### config.mk
export PLATFORM = sky130hd
export DESIGN_NAME = dpr_top
export DESIGN_NICKNAME = d
export VERILOG_FILES = /design/src/dpr_link.v /design/src/dpr_scale.v /design/src/dpr_top.v
export VERILOG_INCLUDE_DIRS = /design/src
export SDC_FILE = /design/constraint.sdc
export NUM_CORES = 2
export LEC_CHECK = 0
export BUFFER_PORTS_ARGS = -buffer_cell sky130_fd_sc_hd__buf_4
export CORE_AREA = 4 4 261 263
export DETAILED_ROUTE_END_ITERATION = 8
export DIE_AREA = 0 0 265 267
export PLACE_DENSITY_LB_ADDON = 0.12
export SLEW_MARGIN = 20
export SYNTH_ARGS = -nofsm -noshare
export SYNTH_HDL_FRONTEND = slang
export SYNTH_SLANG_ARGS = --single-unit
### constraint.sdc
create_clock -name clk_sys -period 31 [get_ports clk_sys]
set_input_delay 3.1 -clock clk_sys [delete_from_list [all_inputs] [get_ports clk_sys]]
set_output_delay 3.1 -clock clk_sys [all_outputs]
set_load 0.02 [all_outputs]
### src/dpr_defs.vh
`ifndef DPR_DEFS_VH
`define DPR_DEFS_VH

// register byte addresses
`define DPR_ADDR_CTRL 8'h00
`define DPR_ADDR_STATUS 8'h04
`define DPR_ADDR_POS 8'h08
`define DPR_ADDR_STSALM 8'h0c
`define DPR_ADDR_CMDPOS 8'h10
`define DPR_ADDR_FBPOS 8'h14
`define DPR_ADDR_ENC 8'h18
`define DPR_ADDR_MAX_POSITION_VALUE 8'h1c
`define DPR_ADDR_SCALE 8'h20
`define DPR_ADDR_IRQ_STAT 8'h24
`define DPR_ADDR_IRQ_MASK 8'h28
`define DPR_ADDR_MAP 8'h2c
`define DPR_ADDR_HOME 8'h30

// control register fields
`define DPR_CTRL_READ 0
`define DPR_CTRL_UPDATE 1
`define DPR_CTRL_SLC 2
`define DPR_CTRL_CURRENT 3

// status register fields
`define DPR_ST_READY 0
`define DPR_ST_BUSY 1
`define DPR_ST_POSITIVE_SOFT_LIMIT 2
`define DPR_ST_NEGATIVE_SOFT_LIMIT 3

// interrupt status fields
`define DPR_IRQ_DONE 0
`define DPR_IRQ_REJECT 1
`define DPR_IRQ_TIMEOUT 2
`define DPR_IRQ_W 3

// ready-flag map register: bit index and enable
`define DPR_MAP_EN 3

// reset values
`define DPR_MAX_POSITION_VALUE_RST 32'h7fffffff
`define DPR_SCALE_RST 16'h0001

// link frame: 32 position bits, 8 status, 8 alarm, two bits per strobe
`define DPR_FRAME_W 48
`define DPR_STROBES 6'h18
`define DPR_HALF_NS 1000
`define DPR_CLK_NS 10
`define DPR_HALF_CYC ((`DPR_HALF_NS + `DPR_CLK_NS - 1) / `DPR_CLK_NS)
`define DPR_TMO_MS 10
`define DPR_TMO_CYC (`DPR_TMO_MS * 1000000 / `DPR_CLK_NS)

`endif

### src/dpr_link.v
`timescale 1ns/1ps
`default_nettype none
`include "dpr_defs.vh"

module dpr_link #(
   parameter TMO_CYC = `DPR_TMO_CYC
) (
   input wire clk_sys, // system clock
   input wire rst_n, // synchronised reset, active low
   input wire start, // one-cycle start of a fetch
   input wire drive_output_ready, // drive has data ready
   input wire serial_bit_lo, // serial data bit 0
   input wire serial_bit_hi, // serial data bit 1
   output reg transfer_demand, // transfer demand to drive
   output reg transfer_strobe, // transfer strobe to drive
   output reg done, // one-cycle frame complete
   output reg timeout, // one-cycle no-answer event
   output reg [`DPR_FRAME_W-1:0] frame // received frame, msb first
);
   localparam ST_IDLE = 2'd0;
   localparam ST_WAIT = 2'd1;
   localparam ST_HIGH = 2'd2;
   localparam ST_LOW = 2'd3;
   // counts are worked out as integers, then cut to the counter widths on purpose
   localparam integer HALF_I = `DPR_HALF_CYC - 1;
   localparam integer TMO_I = TMO_CYC - 1;
   localparam [7:0] HALF = HALF_I[7:0];
   localparam [23:0] TMO = TMO_I[23:0];

   reg [1:0] state_r;
   reg [7:0] half_r;
   reg [23:0] tmo_r;
   reg [5:0] cnt_r;

   // demand, wait for ready, then strobe two bits per pulse
   always @(posedge clk_sys or negedge rst_n) begin
      if (!rst_n) begin
         state_r <= ST_IDLE;
         half_r <= 8'h00;
         tmo_r <= 24'h000000;
         cnt_r <= 6'h00;
         transfer_demand <= 1'b0;
         transfer_strobe <= 1'b0;
         done <= 1'b0;
         timeout <= 1'b0;
         frame <= {`DPR_FRAME_W{1'b0}};
      end else begin
         done <= 1'b0;
         timeout <= 1'b0;
         case (state_r)
            ST_IDLE: begin
               if (start) begin
                  transfer_demand <= 1'b1;
                  tmo_r <= 24'h000000;
                  cnt_r <= 6'h00;
                  state_r <= ST_WAIT;
               end
            end
            ST_WAIT: begin
               // a drive that never answers must not hang the block
               if (drive_output_ready) begin
                  transfer_strobe <= 1'b1;
                  half_r <= 8'h00;
                  state_r <= ST_HIGH;
               end else if (tmo_r == TMO) begin
                  transfer_demand <= 1'b0;
                  timeout <= 1'b1;
                  state_r <= ST_IDLE;
               end else begin
                  tmo_r <= tmo_r + 24'h000001;
               end
            end
            ST_HIGH: begin
               if (half_r == HALF) begin
                  // sample at the end of the high phase, data long settled
                  frame <= {frame[`DPR_FRAME_W-3:0], serial_bit_hi, serial_bit_lo};
                  transfer_strobe <= 1'b0;
                  half_r <= 8'h00;
                  cnt_r <= cnt_r + 6'h01;
                  state_r <= ST_LOW;
               end else begin
                  half_r <= half_r + 8'h01;
               end
            end
            ST_LOW: begin
               if (half_r == HALF) begin
                  half_r <= 8'h00;
                  if (cnt_r == `DPR_STROBES) begin
                     transfer_demand <= 1'b0;
                     done <= 1'b1;
                     state_r <= ST_IDLE;
                  end else begin
                     transfer_strobe <= 1'b1;
                     state_r <= ST_HIGH;
                  end
               end else begin
                  half_r <= half_r + 8'h01;
               end
            end
            default: state_r <= ST_IDLE;
         endcase
      end
   end
endmodule
`default_nettype wire

### src/dpr_scale.v
`timescale 1ns/1ps
`default_nettype none

module dpr_scale (
   input wire [31:0] raw, // signed drive counts
   input wire [15:0] scale, // signed milli-units per count
   input wire [31:0] max_pos, // positive limit for written positions
   output reg [31:0] user_pos, // saturated user-unit value
   output reg [31:0] clamped // user_pos limited to +-max_pos
);
   reg signed [47:0] prod;
   reg signed [31:0] neg_max;

   // saturate to the 32-bit milli-unit range, then to the max setting
   always @* begin
      prod = $signed(raw) * $signed(scale);
      neg_max = -$signed(max_pos);
      if (prod > $signed(48'sh00007fffffff)) begin
         user_pos = 32'h7fffffff;
      end else if (prod < $signed(48'shffff80000000)) begin
         user_pos = 32'h80000000;
      end else begin
         user_pos = prod[31:0];
      end
      if ($signed(user_pos) > $signed(max_pos)) begin
         clamped = max_pos;
      end else if ($signed(user_pos) < neg_max) begin
         clamped = neg_max;
      end else begin
         clamped = user_pos;
      end
   end
endmodule
`default_nettype wire

### src/dpr_top.v
`timescale 1ns/1ps
`default_nettype none
`include "dpr_defs.vh"

//Operation
// - read command fetches position, status code and alarm code from the drive
// - position scaled to user units stored; status and alarm stored together
// - update command overwrites commanded position, keeps feedback and encoder deviation
// - with soft limit control 1, update sets home and enables both limits
// - status word holds status byte above alarm byte
// - stored position and status word stay readable until next fetch
// - scaled position saturates to the signed 32-bit milli-unit range
// - commanded and home positions written by update are limited by the max position setting
// - read accepted whenever no fetch is busy, also during pulses; update during pulse generation is rejected with error
// - with current off commanded position tracks feedback with zero deviation
// - current command 0 removes torque and forces deviation zero
// - ready flag goes 1 once fetched data is stored
// - ready flag can be mapped onto a remote output bit
// - fetch uses demand, strobe, ready and two serial data bits
module dpr_top #(
   parameter TMO_CYC = `DPR_TMO_CYC
) (
   input wire clk_sys, // 100 mhz clock
   input wire resetn, // async reset, active low
   input wire [7:0] reg_addr, // register byte address
   input wire [31:0] reg_wdata, // write data
   input wire reg_wr, // write strobe
   input wire reg_rd, // read strobe
   output reg [31:0] reg_rdata_r, // read data, cycle after strobe
   input wire pulse_active, // pulse generation in progress
   input wire drive_output_ready, // drive ready input
   input wire serial_bit_lo, // serial bit 0 input
   input wire serial_bit_hi, // serial bit 1 input
   output wire transfer_demand, // demand output to drive
   output wire transfer_strobe, // strobe output to drive
   output reg position_data_ready_r, // fetched data available
   output reg [7:0] remote_out_r, // fieldbus remote output byte
   output reg current_on_r, // motor current enable
   output reg positive_soft_limit_r, // positive limit enabled
   output reg negative_soft_limit_r, // negative limit enabled
   output reg home_set_r, // one-cycle home established
   output reg irq_r // level interrupt
);
   reg rst_s1_r;
   reg rst_n_r;
   reg busy_r;
   reg update_r;
   reg slc_r;
   reg [31:0] drive_position_value_r;
   reg [15:0] drive_status_alarm_word_r;
   reg [31:0] commanded_position_r;
   reg [31:0] feedback_position_r;
   reg [31:0] encoder_count_r;
   reg [31:0] max_position_value_r;
   reg [15:0] scale_r;
   reg [31:0] home_position_r;
   reg [`DPR_IRQ_W-1:0] irq_stat_r;
   reg [`DPR_IRQ_W-1:0] irq_mask_r;
   reg [3:0] map_r;
   reg [31:0] rdata_nxt;
   reg [`DPR_IRQ_W-1:0] irq_set;
   wire link_done;
   wire link_tmo;
   wire [`DPR_FRAME_W-1:0] frame;
   wire [31:0] user_pos;
   wire [31:0] clamped;
   wire wr_ctrl;
   wire cmd_read;
   wire cmd_update;
   wire start;
   wire reject;

   // reset release through two flops
   always @(posedge clk_sys or negedge resetn) begin
      if (!resetn) begin
         rst_s1_r <= 1'b0;
         rst_n_r <= 1'b0;
      end else begin
         rst_s1_r <= 1'b1;
         rst_n_r <= rst_s1_r;
      end
   end

   // command decode; a command while busy is dropped
   assign wr_ctrl = reg_wr && (reg_addr == `DPR_ADDR_CTRL);
   assign cmd_read = wr_ctrl && reg_wdata[`DPR_CTRL_READ];
   assign cmd_update = wr_ctrl && reg_wdata[`DPR_CTRL_UPDATE];
   assign reject = cmd_update && pulse_active;
   assign start = !busy_r && ((cmd_update && !pulse_active) || (cmd_read && !cmd_update));

   dpr_link #(
      .TMO_CYC(TMO_CYC)
   ) u_link (
      .clk_sys(clk_sys),
      .rst_n(rst_n_r),
      .start(start),
      .drive_output_ready(drive_output_ready),
      .serial_bit_lo(serial_bit_lo),
      .serial_bit_hi(serial_bit_hi),
      .transfer_demand(transfer_demand),
      .transfer_strobe(transfer_strobe),
      .done(link_done),
      .timeout(link_tmo),
      .frame(frame)
   );

   dpr_scale u_scale (
      .raw(frame[`DPR_FRAME_W-1:16]),
      .scale(scale_r),
      .max_pos(max_position_value_r),
      .user_pos(user_pos),
      .clamped(clamped)
   );

   // fetch bookkeeping, stored results and ready flag
   always @(posedge clk_sys or negedge rst_n_r) begin
      if (!rst_n_r) begin
         busy_r <= 1'b0;
         update_r <= 1'b0;
         position_data_ready_r <= 1'b0;
         drive_position_value_r <= 32'h00000000;
         drive_status_alarm_word_r <= 16'h0000;
      end else begin
         if (start) begin
            busy_r <= 1'b1;
            update_r <= cmd_update;
            position_data_ready_r <= 1'b0;
         end else if (link_done) begin
            busy_r <= 1'b0;
            drive_position_value_r <= user_pos;
            drive_status_alarm_word_r <= frame[15:0];
            position_data_ready_r <= 1'b1;
         end else if (link_tmo) begin
            busy_r <= 1'b0;
         end
      end
   end

   // position registers: software writes, current-off tracking, update
   always @(posedge clk_sys or negedge rst_n_r) begin
      if (!rst_n_r) begin
         commanded_position_r <= 32'h00000000;
         feedback_position_r <= 32'h00000000;
         encoder_count_r <= 32'h00000000;
         home_position_r <= 32'h00000000;
         positive_soft_limit_r <= 1'b0;
         negative_soft_limit_r <= 1'b0;
         home_set_r <= 1'b0;
      end else begin
         home_set_r <= 1'b0;
         if (link_done && update_r) begin
            // deviations are taken before the overwrite so they survive it
            commanded_position_r <= clamped;
            feedback_position_r <= clamped + (feedback_position_r - commanded_position_r);
            encoder_count_r <= clamped + (encoder_count_r - commanded_position_r);
            if (slc_r) begin
               home_position_r <= clamped;
               home_set_r <= 1'b1;
               positive_soft_limit_r <= 1'b1;
               negative_soft_limit_r <= 1'b1;
            end
         end else begin
            if (reg_wr && (reg_addr == `DPR_ADDR_FBPOS)) begin
               feedback_position_r <= reg_wdata;
            end
            if (reg_wr && (reg_addr == `DPR_ADDR_ENC)) begin
               encoder_count_r <= reg_wdata;
            end
            if (!current_on_r) begin
               commanded_position_r <= feedback_position_r;
            end else if (reg_wr && (reg_addr == `DPR_ADDR_CMDPOS)) begin
               commanded_position_r <= reg_wdata;
            end
            if (reg_wr && (reg_addr == `DPR_ADDR_HOME)) begin
               positive_soft_limit_r <= reg_wdata[`DPR_ST_POSITIVE_SOFT_LIMIT];
               negative_soft_limit_r <= reg_wdata[`DPR_ST_NEGATIVE_SOFT_LIMIT];
            end
         end
      end
   end

   // software settings
   always @(posedge clk_sys or negedge rst_n_r) begin
      if (!rst_n_r) begin
         slc_r <= 1'b0;
         current_on_r <= 1'b0;
         max_position_value_r <= `DPR_MAX_POSITION_VALUE_RST;
         scale_r <= `DPR_SCALE_RST;
         irq_mask_r <= {`DPR_IRQ_W{1'b0}};
         map_r <= 4'h0;
      end else if (reg_wr) begin
         case (reg_addr)
            `DPR_ADDR_CTRL: begin
               slc_r <= reg_wdata[`DPR_CTRL_SLC];
               current_on_r <= reg_wdata[`DPR_CTRL_CURRENT];
            end
            `DPR_ADDR_MAX_POSITION_VALUE: max_position_value_r <= {1'b0, reg_wdata[30:0]};
            `DPR_ADDR_SCALE: scale_r <= reg_wdata[15:0];
            `DPR_ADDR_IRQ_MASK: irq_mask_r <= reg_wdata[`DPR_IRQ_W-1:0];
            `DPR_ADDR_MAP: map_r <= reg_wdata[3:0];
            default: ;
         endcase
      end
   end

   // ready flag onto the chosen remote output bit
   always @(posedge clk_sys or negedge rst_n_r) begin
      if (!rst_n_r) begin
         remote_out_r <= 8'h00;
      end else begin
         remote_out_r <= 8'h00;
         if (map_r[`DPR_MAP_EN]) begin
            remote_out_r[map_r[2:0]] <= position_data_ready_r;
         end
      end
   end

   // sticky events; a set in the clearing read cycle survives
   always @* begin
      irq_set = {`DPR_IRQ_W{1'b0}};
      irq_set[`DPR_IRQ_DONE] = link_done;
      irq_set[`DPR_IRQ_REJECT] = reject;
      irq_set[`DPR_IRQ_TIMEOUT] = link_tmo;
   end

   always @(posedge clk_sys or negedge rst_n_r) begin
      if (!rst_n_r) begin
         irq_stat_r <= {`DPR_IRQ_W{1'b0}};
         irq_r <= 1'b0;
      end else begin
         if (reg_rd && (reg_addr == `DPR_ADDR_IRQ_STAT)) begin
            irq_stat_r <= irq_set;
         end else begin
            irq_stat_r <= irq_stat_r | irq_set;
         end
         irq_r <= |((irq_stat_r | irq_set) & irq_mask_r &
                    ~({`DPR_IRQ_W{reg_rd && (reg_addr == `DPR_ADDR_IRQ_STAT)}} & ~irq_set));
      end
   end

   // read mux; unmapped addresses read zero
   always @* begin
      rdata_nxt = 32'h00000000;
      case (reg_addr)
         `DPR_ADDR_CTRL: begin
            rdata_nxt[`DPR_CTRL_SLC] = slc_r;
            rdata_nxt[`DPR_CTRL_CURRENT] = current_on_r;
         end
         `DPR_ADDR_STATUS: begin
            rdata_nxt[`DPR_ST_READY] = position_data_ready_r;
            rdata_nxt[`DPR_ST_BUSY] = busy_r;
            rdata_nxt[`DPR_ST_POSITIVE_SOFT_LIMIT] = positive_soft_limit_r;
            rdata_nxt[`DPR_ST_NEGATIVE_SOFT_LIMIT] = negative_soft_limit_r;
         end
         `DPR_ADDR_POS: rdata_nxt = drive_position_value_r;
         `DPR_ADDR_STSALM: rdata_nxt[15:0] = drive_status_alarm_word_r;
         `DPR_ADDR_CMDPOS: rdata_nxt = commanded_position_r;
         `DPR_ADDR_FBPOS: rdata_nxt = feedback_position_r;
         `DPR_ADDR_ENC: rdata_nxt = encoder_count_r;
         `DPR_ADDR_MAX_POSITION_VALUE: rdata_nxt = max_position_value_r;
         `DPR_ADDR_SCALE: rdata_nxt[15:0] = scale_r;
         `DPR_ADDR_IRQ_STAT: rdata_nxt[`DPR_IRQ_W-1:0] = irq_stat_r;
         `DPR_ADDR_IRQ_MASK: rdata_nxt[`DPR_IRQ_W-1:0] = irq_mask_r;
         `DPR_ADDR_MAP: rdata_nxt[3:0] = map_r;
         `DPR_ADDR_HOME: rdata_nxt = home_position_r;
         default: rdata_nxt = 32'h00000000;
      endcase
   end

   always @(posedge clk_sys or negedge rst_n_r) begin
      if (!rst_n_r) begin
         reg_rdata_r <= 32'h00000000;
      end else if (reg_rd) begin
         reg_rdata_r <= rdata_nxt;
      end else begin
         reg_rdata_r <= 32'h00000000;
      end
   end
endmodule
`default_nettype wire

Word-level counts from Yosys, hierarchy flattened
Cells that the tools add are included.
{ "classes": {"eq_ne": 30, "magnitude_cmp": 6, "addsub": 8, "bitwise_logic": 8, "n_mul": 1, "n_mux": 67, "reduce_logical": 47} }
{ "ops": {"columns": ["op", "count"], "rows": [
  ["$mux W32", 12],
  ["$pmux W12 S8", 1],
  ["$pmux W16 S6", 1],
  ["$mux W24", 3],
  ["$add A32 B32 Y32", 2],
  ["$sub A32 B32 Y32", 2],
  ["$gt A48 B32 Y1 const B", 1],
  ["$lt A48 B32 Y1 const B", 1],
  ["$mul A32 B16 Y48", 1],
  ["$pmux W24 S2", 1],
  ["$eq A8 B6 Y1 const B", 5],
  ["$eq A8 B5 Y1 const B", 4],
  ["$gt A32 B32 Y1", 1],
  ["$lt A32 B32 Y1", 1],
  ["$neg A31 Y32", 1],
  ["$mux W1", 28],
  ["$add A24 B1 Y24 const B", 1],
  ["$eq A24 B20 Y1 const B", 1],
  ["$mux W8", 3],
  ["$pmux W2 S12", 1],
  ["$reduce_and A2 Y1", 10],
  ["$eq A8 B4 Y1 const B", 2],
  ["$pmux W8 S2", 1],
  ["$logic_and A1 B1 Y1", 14],
  ["other kinds (39)", 69]
]} }
{ "word_totals": {"word_cells": 200, "inputBits": 48, "ff_bits": 376, "out_inout_bits": 48} }

Logic depth before layout (Yosys ltp)
{ "logic_depth": {"ltp_word": 9, "mapped_depth": 57, "depth_no_buf": 54} }

Modules after synthesis
From an unflattened synthesis, not the netlist that was laid out.
{ "unflattened": {"hier_cells": 4998, "hier_area_um2": 44520.2} }
{ "modules_own_cells": {"columns": ["module", "seq_area_each_um2", "area_each_um2", "cells_each", "instances"], "rows": [
  ["dpr_scale", 0.0, 21893.5, 2651, 1],
  ["dpr_top", 7146.9, 18432.7, 1880, 1],
  ["dpr_link", 2302.2, 4194.0, 467, 1]
]} }

Worst setup path before layout
OpenSTA, ideal clock, no wires.
{ "synth_path": {"kind": "register to register", "from": "register u_link.frame[42]", "to": "register encoder_count_r[31]", "n_path_buf": 6, "t_required_ns": 30.863, "synth_period_minus_slack_ns": 12.731, "setup_slack_ns": 18.269, "setup_time_ns": 0.137, "arrival_time_ns": 12.594, "path_stages_with_launch": 56, "cell_sequence": "dfrtp_1 > clkbuf_1 > clkbuf_1 > nand2_1 > fa_1 > inv_1 > fa_1 > inv_1 > fa_1 > inv_1 > fa_1 > fa_1 > inv_1 > fa_1 > inv_1 > ha_1 > buf_2 > a21o_1 > [20 not listed] > buf_4 > a21oi_1 > or2_1 > fa_1 > inv_1 > ha_1 > a21oi_1 > o21ai_0 > o31a_1 > o311a_1 > a2111oi_0 > nor3_1 > a41oi_1 > a21oi_1 > nand4_1 > nand4b_1 > xnor2_1 > a21oi_1"} }
{ "synth_between": {"elab_chain_len": 9, "elab_cells_between_ends": 11, "classes_between": "add/sub: 1; mul: 1; order compare: 4; mux: 5"} }
{ "synth_lines": {"columns": ["item", "line", "text"], "rows": [
  ["start, declared", "dpr_link.v:18", "output reg [`DPR_FRAME_W-1:0] frame"],
  ["start signal, assigned", "dpr_link.v:46", "frame <= {`DPR_FRAME_W{1'b0}};"],
  ["start signal, assigned", "dpr_link.v:76", "frame <= {frame[`DPR_FRAME_W-3:0], serial_bit_hi, serial_bit_lo};"],
  ["$mul A32 B16 Y48 *", "dpr_scale.v:16", "prod = $signed(raw) * $signed(scale);"],
  ["$lt A48 B32 Y1", "dpr_scale.v:20", "end else if (prod < $signed(48'shffff80000000)) begin"],
  ["$mux W32", "dpr_scale.v:20", null],
  ["$mux W32 *", "dpr_scale.v:18", "if (prod > $signed(48'sh00007fffffff)) begin"],
  ["via u_scale.user_pos[11]", "dpr_scale.v:8", "output reg [31:0] user_pos,"],
  ["$lt A32 B32 Y1", "dpr_scale.v:27", "end else if ($signed(user_pos) < neg_max) begin"],
  ["$mux W32", "dpr_scale.v:27", null],
  ["$mux W32 *", "dpr_scale.v:25", "if ($signed(user_pos) > $signed(max_pos)) begin"],
  ["$add A32 B32 Y32 *", "dpr_top.v:155", "encoder_count_r <= clamped + (encoder_count_r - commanded_position_r);"],
  ["$mux W32 *", "dpr_top.v:151", "if (link_done && update_r) begin"],
  ["end signal, assigned", "dpr_top.v:155", null],
  ["end signal, assigned", "dpr_top.v:167", "encoder_count_r <= reg_wdata;"],
  ["end, declared", "dpr_top.v:53", "reg [31:0] encoder_count_r;"]
]} }
The timed path passes the listed nets; every way through them passes the cells marked *.
A chain may end at the register's enable or synchronous reset.

Worst setup path after layout
{ "layout_path": {"from": "register scale_r[1]", "to": "register encoder_count_r[31]"} }
{ "layout_between": {"elab_chain_len": 9, "elab_cells_between_ends": 11, "classes_between": "add/sub: 1; mul: 1; order compare: 4; mux: 5"} }
{ "layout_lines": {"columns": ["item", "line", "text"], "rows": [
  ["start, declared", "dpr_top.v:55", "reg [15:0] scale_r;"],
  ["start signal, assigned", "dpr_top.v:188", "scale_r <= `DPR_SCALE_RST;"],
  ["start signal, assigned", "dpr_top.v:198", "`DPR_ADDR_SCALE: scale_r <= reg_wdata[15:0];"],
  ["$mul A32 B16 Y48 *", "dpr_scale.v:16", null],
  ["$lt A48 B32 Y1", "dpr_scale.v:20", null],
  ["$mux W32", "dpr_scale.v:20", null],
  ["$mux W32 *", "dpr_scale.v:18", null],
  ["via u_scale.user_pos[26]", "dpr_scale.v:8", null],
  ["$lt A32 B32 Y1", "dpr_scale.v:27", null],
  ["$mux W32", "dpr_scale.v:27", null],
  ["$mux W32 *", "dpr_scale.v:25", null],
  ["$add A32 B32 Y32 *", "dpr_top.v:155", null],
  ["$mux W32 *", "dpr_top.v:151", null]
]} }
Marks and branches as above.

==> flow_metrics.tcl <==
set metrics [dict create \
    result_of_the_run "finished clean" \
    cts-resized-gates 0 \
    start_kind "register" \
    worst-r2r-setup-slack_ns 15.66 \
    syn-instance-count 4764 \
    syn-num-nets 5604 \
    critPathBufInv 10 \
    timing.critical_path.required_ns 31.42 \
    grt_pass1_vias 35142 \
    cpMostUsedCell "sky130_fd_sc_hd__fa_1" \
    yosys_warnings 0 \
    synth_top_cells_by_area "sky130_fd_sc_hd__fa_1, sky130_fd_sc_hd__dfrtp_1, sky130_fd_sc_hd__ha_1, sky130_fd_sc_hd__inv_1, sky130_fd_sc_hd__nand2_1" \
    initial_drt_pass_iterations 7 \
    fin_worst_hold_slack_ns 0.3496 \
    cts_tree "done" \
    grt_pass1_wl_mm 193.2 \
    number_of_antenna_violations_at_the_first_check_in_global_routing 1 \
    timing.slew.headroom_pct 25.82 \
    grt_max_degree 154 \
    setup.worst_path.class "reg2reg" \
    antenna_cells 0 \
    rsz0062_at_grt "no" \
    critical-path-top-delay-family "compound AO/OA/AOI/OAI gates" \
    post-route-period-util_pct 49.49 \
    place.detailed.hpwl_mm 89.85 \
    timing.rr.start "scale_r[1]" \
    cts_inserted_buffers 44 \
    finalClockSkew_ns 0.02512 \
    remaining_drc_errors 0 \
    design.final.nets 5557 \
    synth.yosys.seq_area_share_pct 22.22 \
    ys_ff_latch 376 \
    synth_largest_type_area_fraction_pct 25.80 \
    die_h_um 267 \
    fp.dieArea_um2 70760 \
    min_period_ns 15.34 \
    worst-r2r-cell-count 51 \
    synthFlopType "sky130_fd_sc_hd__dfrtp_1" \
    slowest_stage "sky130_fd_sc_hd__fa_1" \
    critical_path.endpoint_type "register" \
    detailroute.via_count 33986 \
    timing.critical_path.slowest_cell_delay_ns 0.87 \
    via_per_inst 6.051 \
    portBuffers 95 \
    ir_drop_worst_case_vdd_v 0.0001197 \
    core_area_um2 65630 \
    drtAntennaViolNets 0 \
    arrival_ns 15.76 \
    synth_edf_count 0 \
    synth_cell_type_count 92 \
    row_count 94 \
    die_w_um 265 \
    clk_transition_reported_paths_ns 0.07 \
    final_wirelength_mm 119.5 \
    grt_overflow_total 0 \
    finalMaxSlewViolations 0 \
    design.portCount 96 \
    final_layout_size_suffix_gt1_share_pct 8.605 \
    start_util_pct 64.79 \
    clockRootBuffer "sky130_fd_sc_hd__clkbuf_16" \
    leakage_nw 22.54 \
    cellPowerDensity_nw_per_um2 64.71 \
    clock_tree.buffer_depth 3 \
    finalWeightedCongestion 0.9757 \
    synth.cells.most_frequent "sky130_fd_sc_hd__inv_1, sky130_fd_sc_hd__nand2_1, sky130_fd_sc_hd__fa_1" \
    synth_top_area_cell "sky130_fd_sc_hd__fa_1" \
    class_of_the_worst_hold_path "reg2async" \
    crit_fanout 36 \
    worstReg2RegEnd "encoder_count_r[31]" \
    max-cap-violations 0 \
    setup_total_negative_slack_ns 0 \
    fillerInstances 5384 \
    max_slew.worst_pin.slew_ns 1.113 \
    drt_iter0_drc 2901 \
    flow.area_growth_from_synthesis_pct 6.718 \
    worst_skew_pair.late_latency_ns 0.60 \
    overall_fraction_of_global_route_tracks_in_use_pct 34.47 \
    finalHoldViolations 0 \
    post_cts_hold_buffer_count 0 \
    synthesis.area_um2 42520 \
    asyncSetResetFlopFracSynth_pct 100.0 \
    post-cts-setup-buffer-count 0 \
    post-synth-top-count-cell "sky130_fd_sc_hd__inv_1" \
    syn_area_per_cell_um2 8.926 \
    max_freq_mhz 65.18 \
    cts.sink_count 376 \
    avgRoutedWirePerCell_um 21.27 \
    setup_viol 0 \
    cts_max_level 2 \
]
## routing by layer
layer / track usage [%] / wire (um) / up-vias
met5: 0 / 0 / -
met4: 14.26 / 5608 / 0
met3: 5.291 / 8539 / 324
met2: 57.01 / 57080 / 1378
met1: 46.01 / 48270 / 17001
li1: - / - / 15283
## cells in the final DEF (no fill, tap or decap), types with 26 or more instances in the layout
cell type	synthesis	layout
sky130_fd_sc_hd__a21o_1	54	54
sky130_fd_sc_hd__a21oi_1	162	162
sky130_fd_sc_hd__a222oi_1	32	32
sky130_fd_sc_hd__a22oi_1	72	72
sky130_fd_sc_hd__a31oi_1	43	43
sky130_fd_sc_hd__and2_1	209	206
sky130_fd_sc_hd__and3_1	31	31
sky130_fd_sc_hd__buf_4	1	141
sky130_fd_sc_hd__clkbuf_16	0	44
sky130_fd_sc_hd__dfrtp_1	344	340
sky130_fd_sc_hd__dfstp_2	32	32
sky130_fd_sc_hd__fa_1	548	548
sky130_fd_sc_hd__ha_1	244	244
sky130_fd_sc_hd__inv_1	810	810
sky130_fd_sc_hd__mux2_2	76	76
sky130_fd_sc_hd__mux2i_1	90	90
sky130_fd_sc_hd__nand2_1	733	728
sky130_fd_sc_hd__nand3_1	55	55
sky130_fd_sc_hd__nand4_1	37	37
sky130_fd_sc_hd__nor2_1	191	183
sky130_fd_sc_hd__nor3_1	55	55
sky130_fd_sc_hd__o21ai_0	190	190
sky130_fd_sc_hd__o31ai_1	26	26
sky130_fd_sc_hd__xnor2_1	85	85
sky130_fd_sc_hd__xor2_1	65	65
## worst register-to-register path, delay by kind of cell, from the launching register on
| family | cells | cell delay (ns) |
|---|---|---|
| AO/OA/AOI/OAI | 22 | 5.57 |
| XOR/XNOR | 2 | 0.42 |
| adder cells (fa/ha/maj) | 10 | 4.92 |
| buffers and inverters | 10 | 2.42 |
| flip-flops | 1 | 0.36 |
| AND/OR/NAND/NOR | 7 | 1.51 |
## through the flow
stage	setup WS, ns	instance area [um^2]	cells	utilization (%)	total power [mW]
6_report	15.66	45380	5617	69.15	2.936
5_1_grt	14.60	45380	5617	69.15	3.172
4_1_cts	15.96	45370	5617	69.14	2.910
3_5_place_dp	16.08	43860	5535	66.83	2.335
3_3_place_gp	16.11	43860	5535	66.83	2.314
2_1_floorplan	18.27	42520	4764	-	1.932
## state kept, by name, summed over array words and instances, names as in the netlist, 4 cells and up
signal / cells
commanded_position_r: 32
drive_position_value_r: 32
drive_status_alarm_word_r: 16
encoder_count_r: 32
feedback_position_r: 32
home_position_r: 32
map_r: 4
max_position_value_r: 31
reg_rdata_r: 32
remote_out_r: 8
scale_r: 16
u_link.cnt_r: 6
u_link.frame: 48
u_link.half_r: 8
u_link.tmo_r: 24
## report_power, final
| part | switching, mW | internal (mW) | leakage, nW |
|---|---|---|---|
| combinational | 1.09 | 0.761 | 17.2 |
| clock | 0.234 | 0.319 | 0.740 |
| sequential | 0.0226 | 0.505 | 4.63 |
## cells by family (layout without fill, tap and decap cells)
kind of cell,Yosys count,count (layout),share of synthesized area (%)
fa+ha+maj,792,792,32.98
simple gates,1442,1442,15.62
xor+xnor,153,153,3.234
buf+inv,1046,1035,9.283
compound gates,788,788,12.52
mux,166,166,4.131
flops,376,376,22.22
other cells,1,1,0.008819
## worst max path at each step
| stage | from | to | slack, ns | depth (start not counted) |
|---|---|---|---|---|
| floorplan | u_link.frame[42] | encoder_count_r[31] | 18.27 | 55 |
| global placement | scale_r[15] | encoder_count_r[31] | 16.11 | 51 |
| detailed placement | scale_r[15] | encoder_count_r[31] | 16.08 | 52 |
| CTS | scale_r[1] | encoder_count_r[31] | 15.96 | 51 |
| global route | scale_r[1] | encoder_count_r[31] | 14.60 | 51 |
| finish | scale_r[1] | encoder_count_r[31] | 15.66 | 51 |
## layout make-up
class | instances | area, um^2 | area share (%)
clock inverter | 26 | 315.3 | 0.6948
clock buffer | 56 | 1196 | 2.636
tap | 864 | 1081 | 2.382
sequential | 376 | 9457 | 20.84
inverter | 811 | 3044 | 6.708
timing repair buffer | 142 | 1079 | 2.377
multi-input combinational | 3342 | 29210 | 64.36
Note: power is estimated with default switching activity, not from simulation.
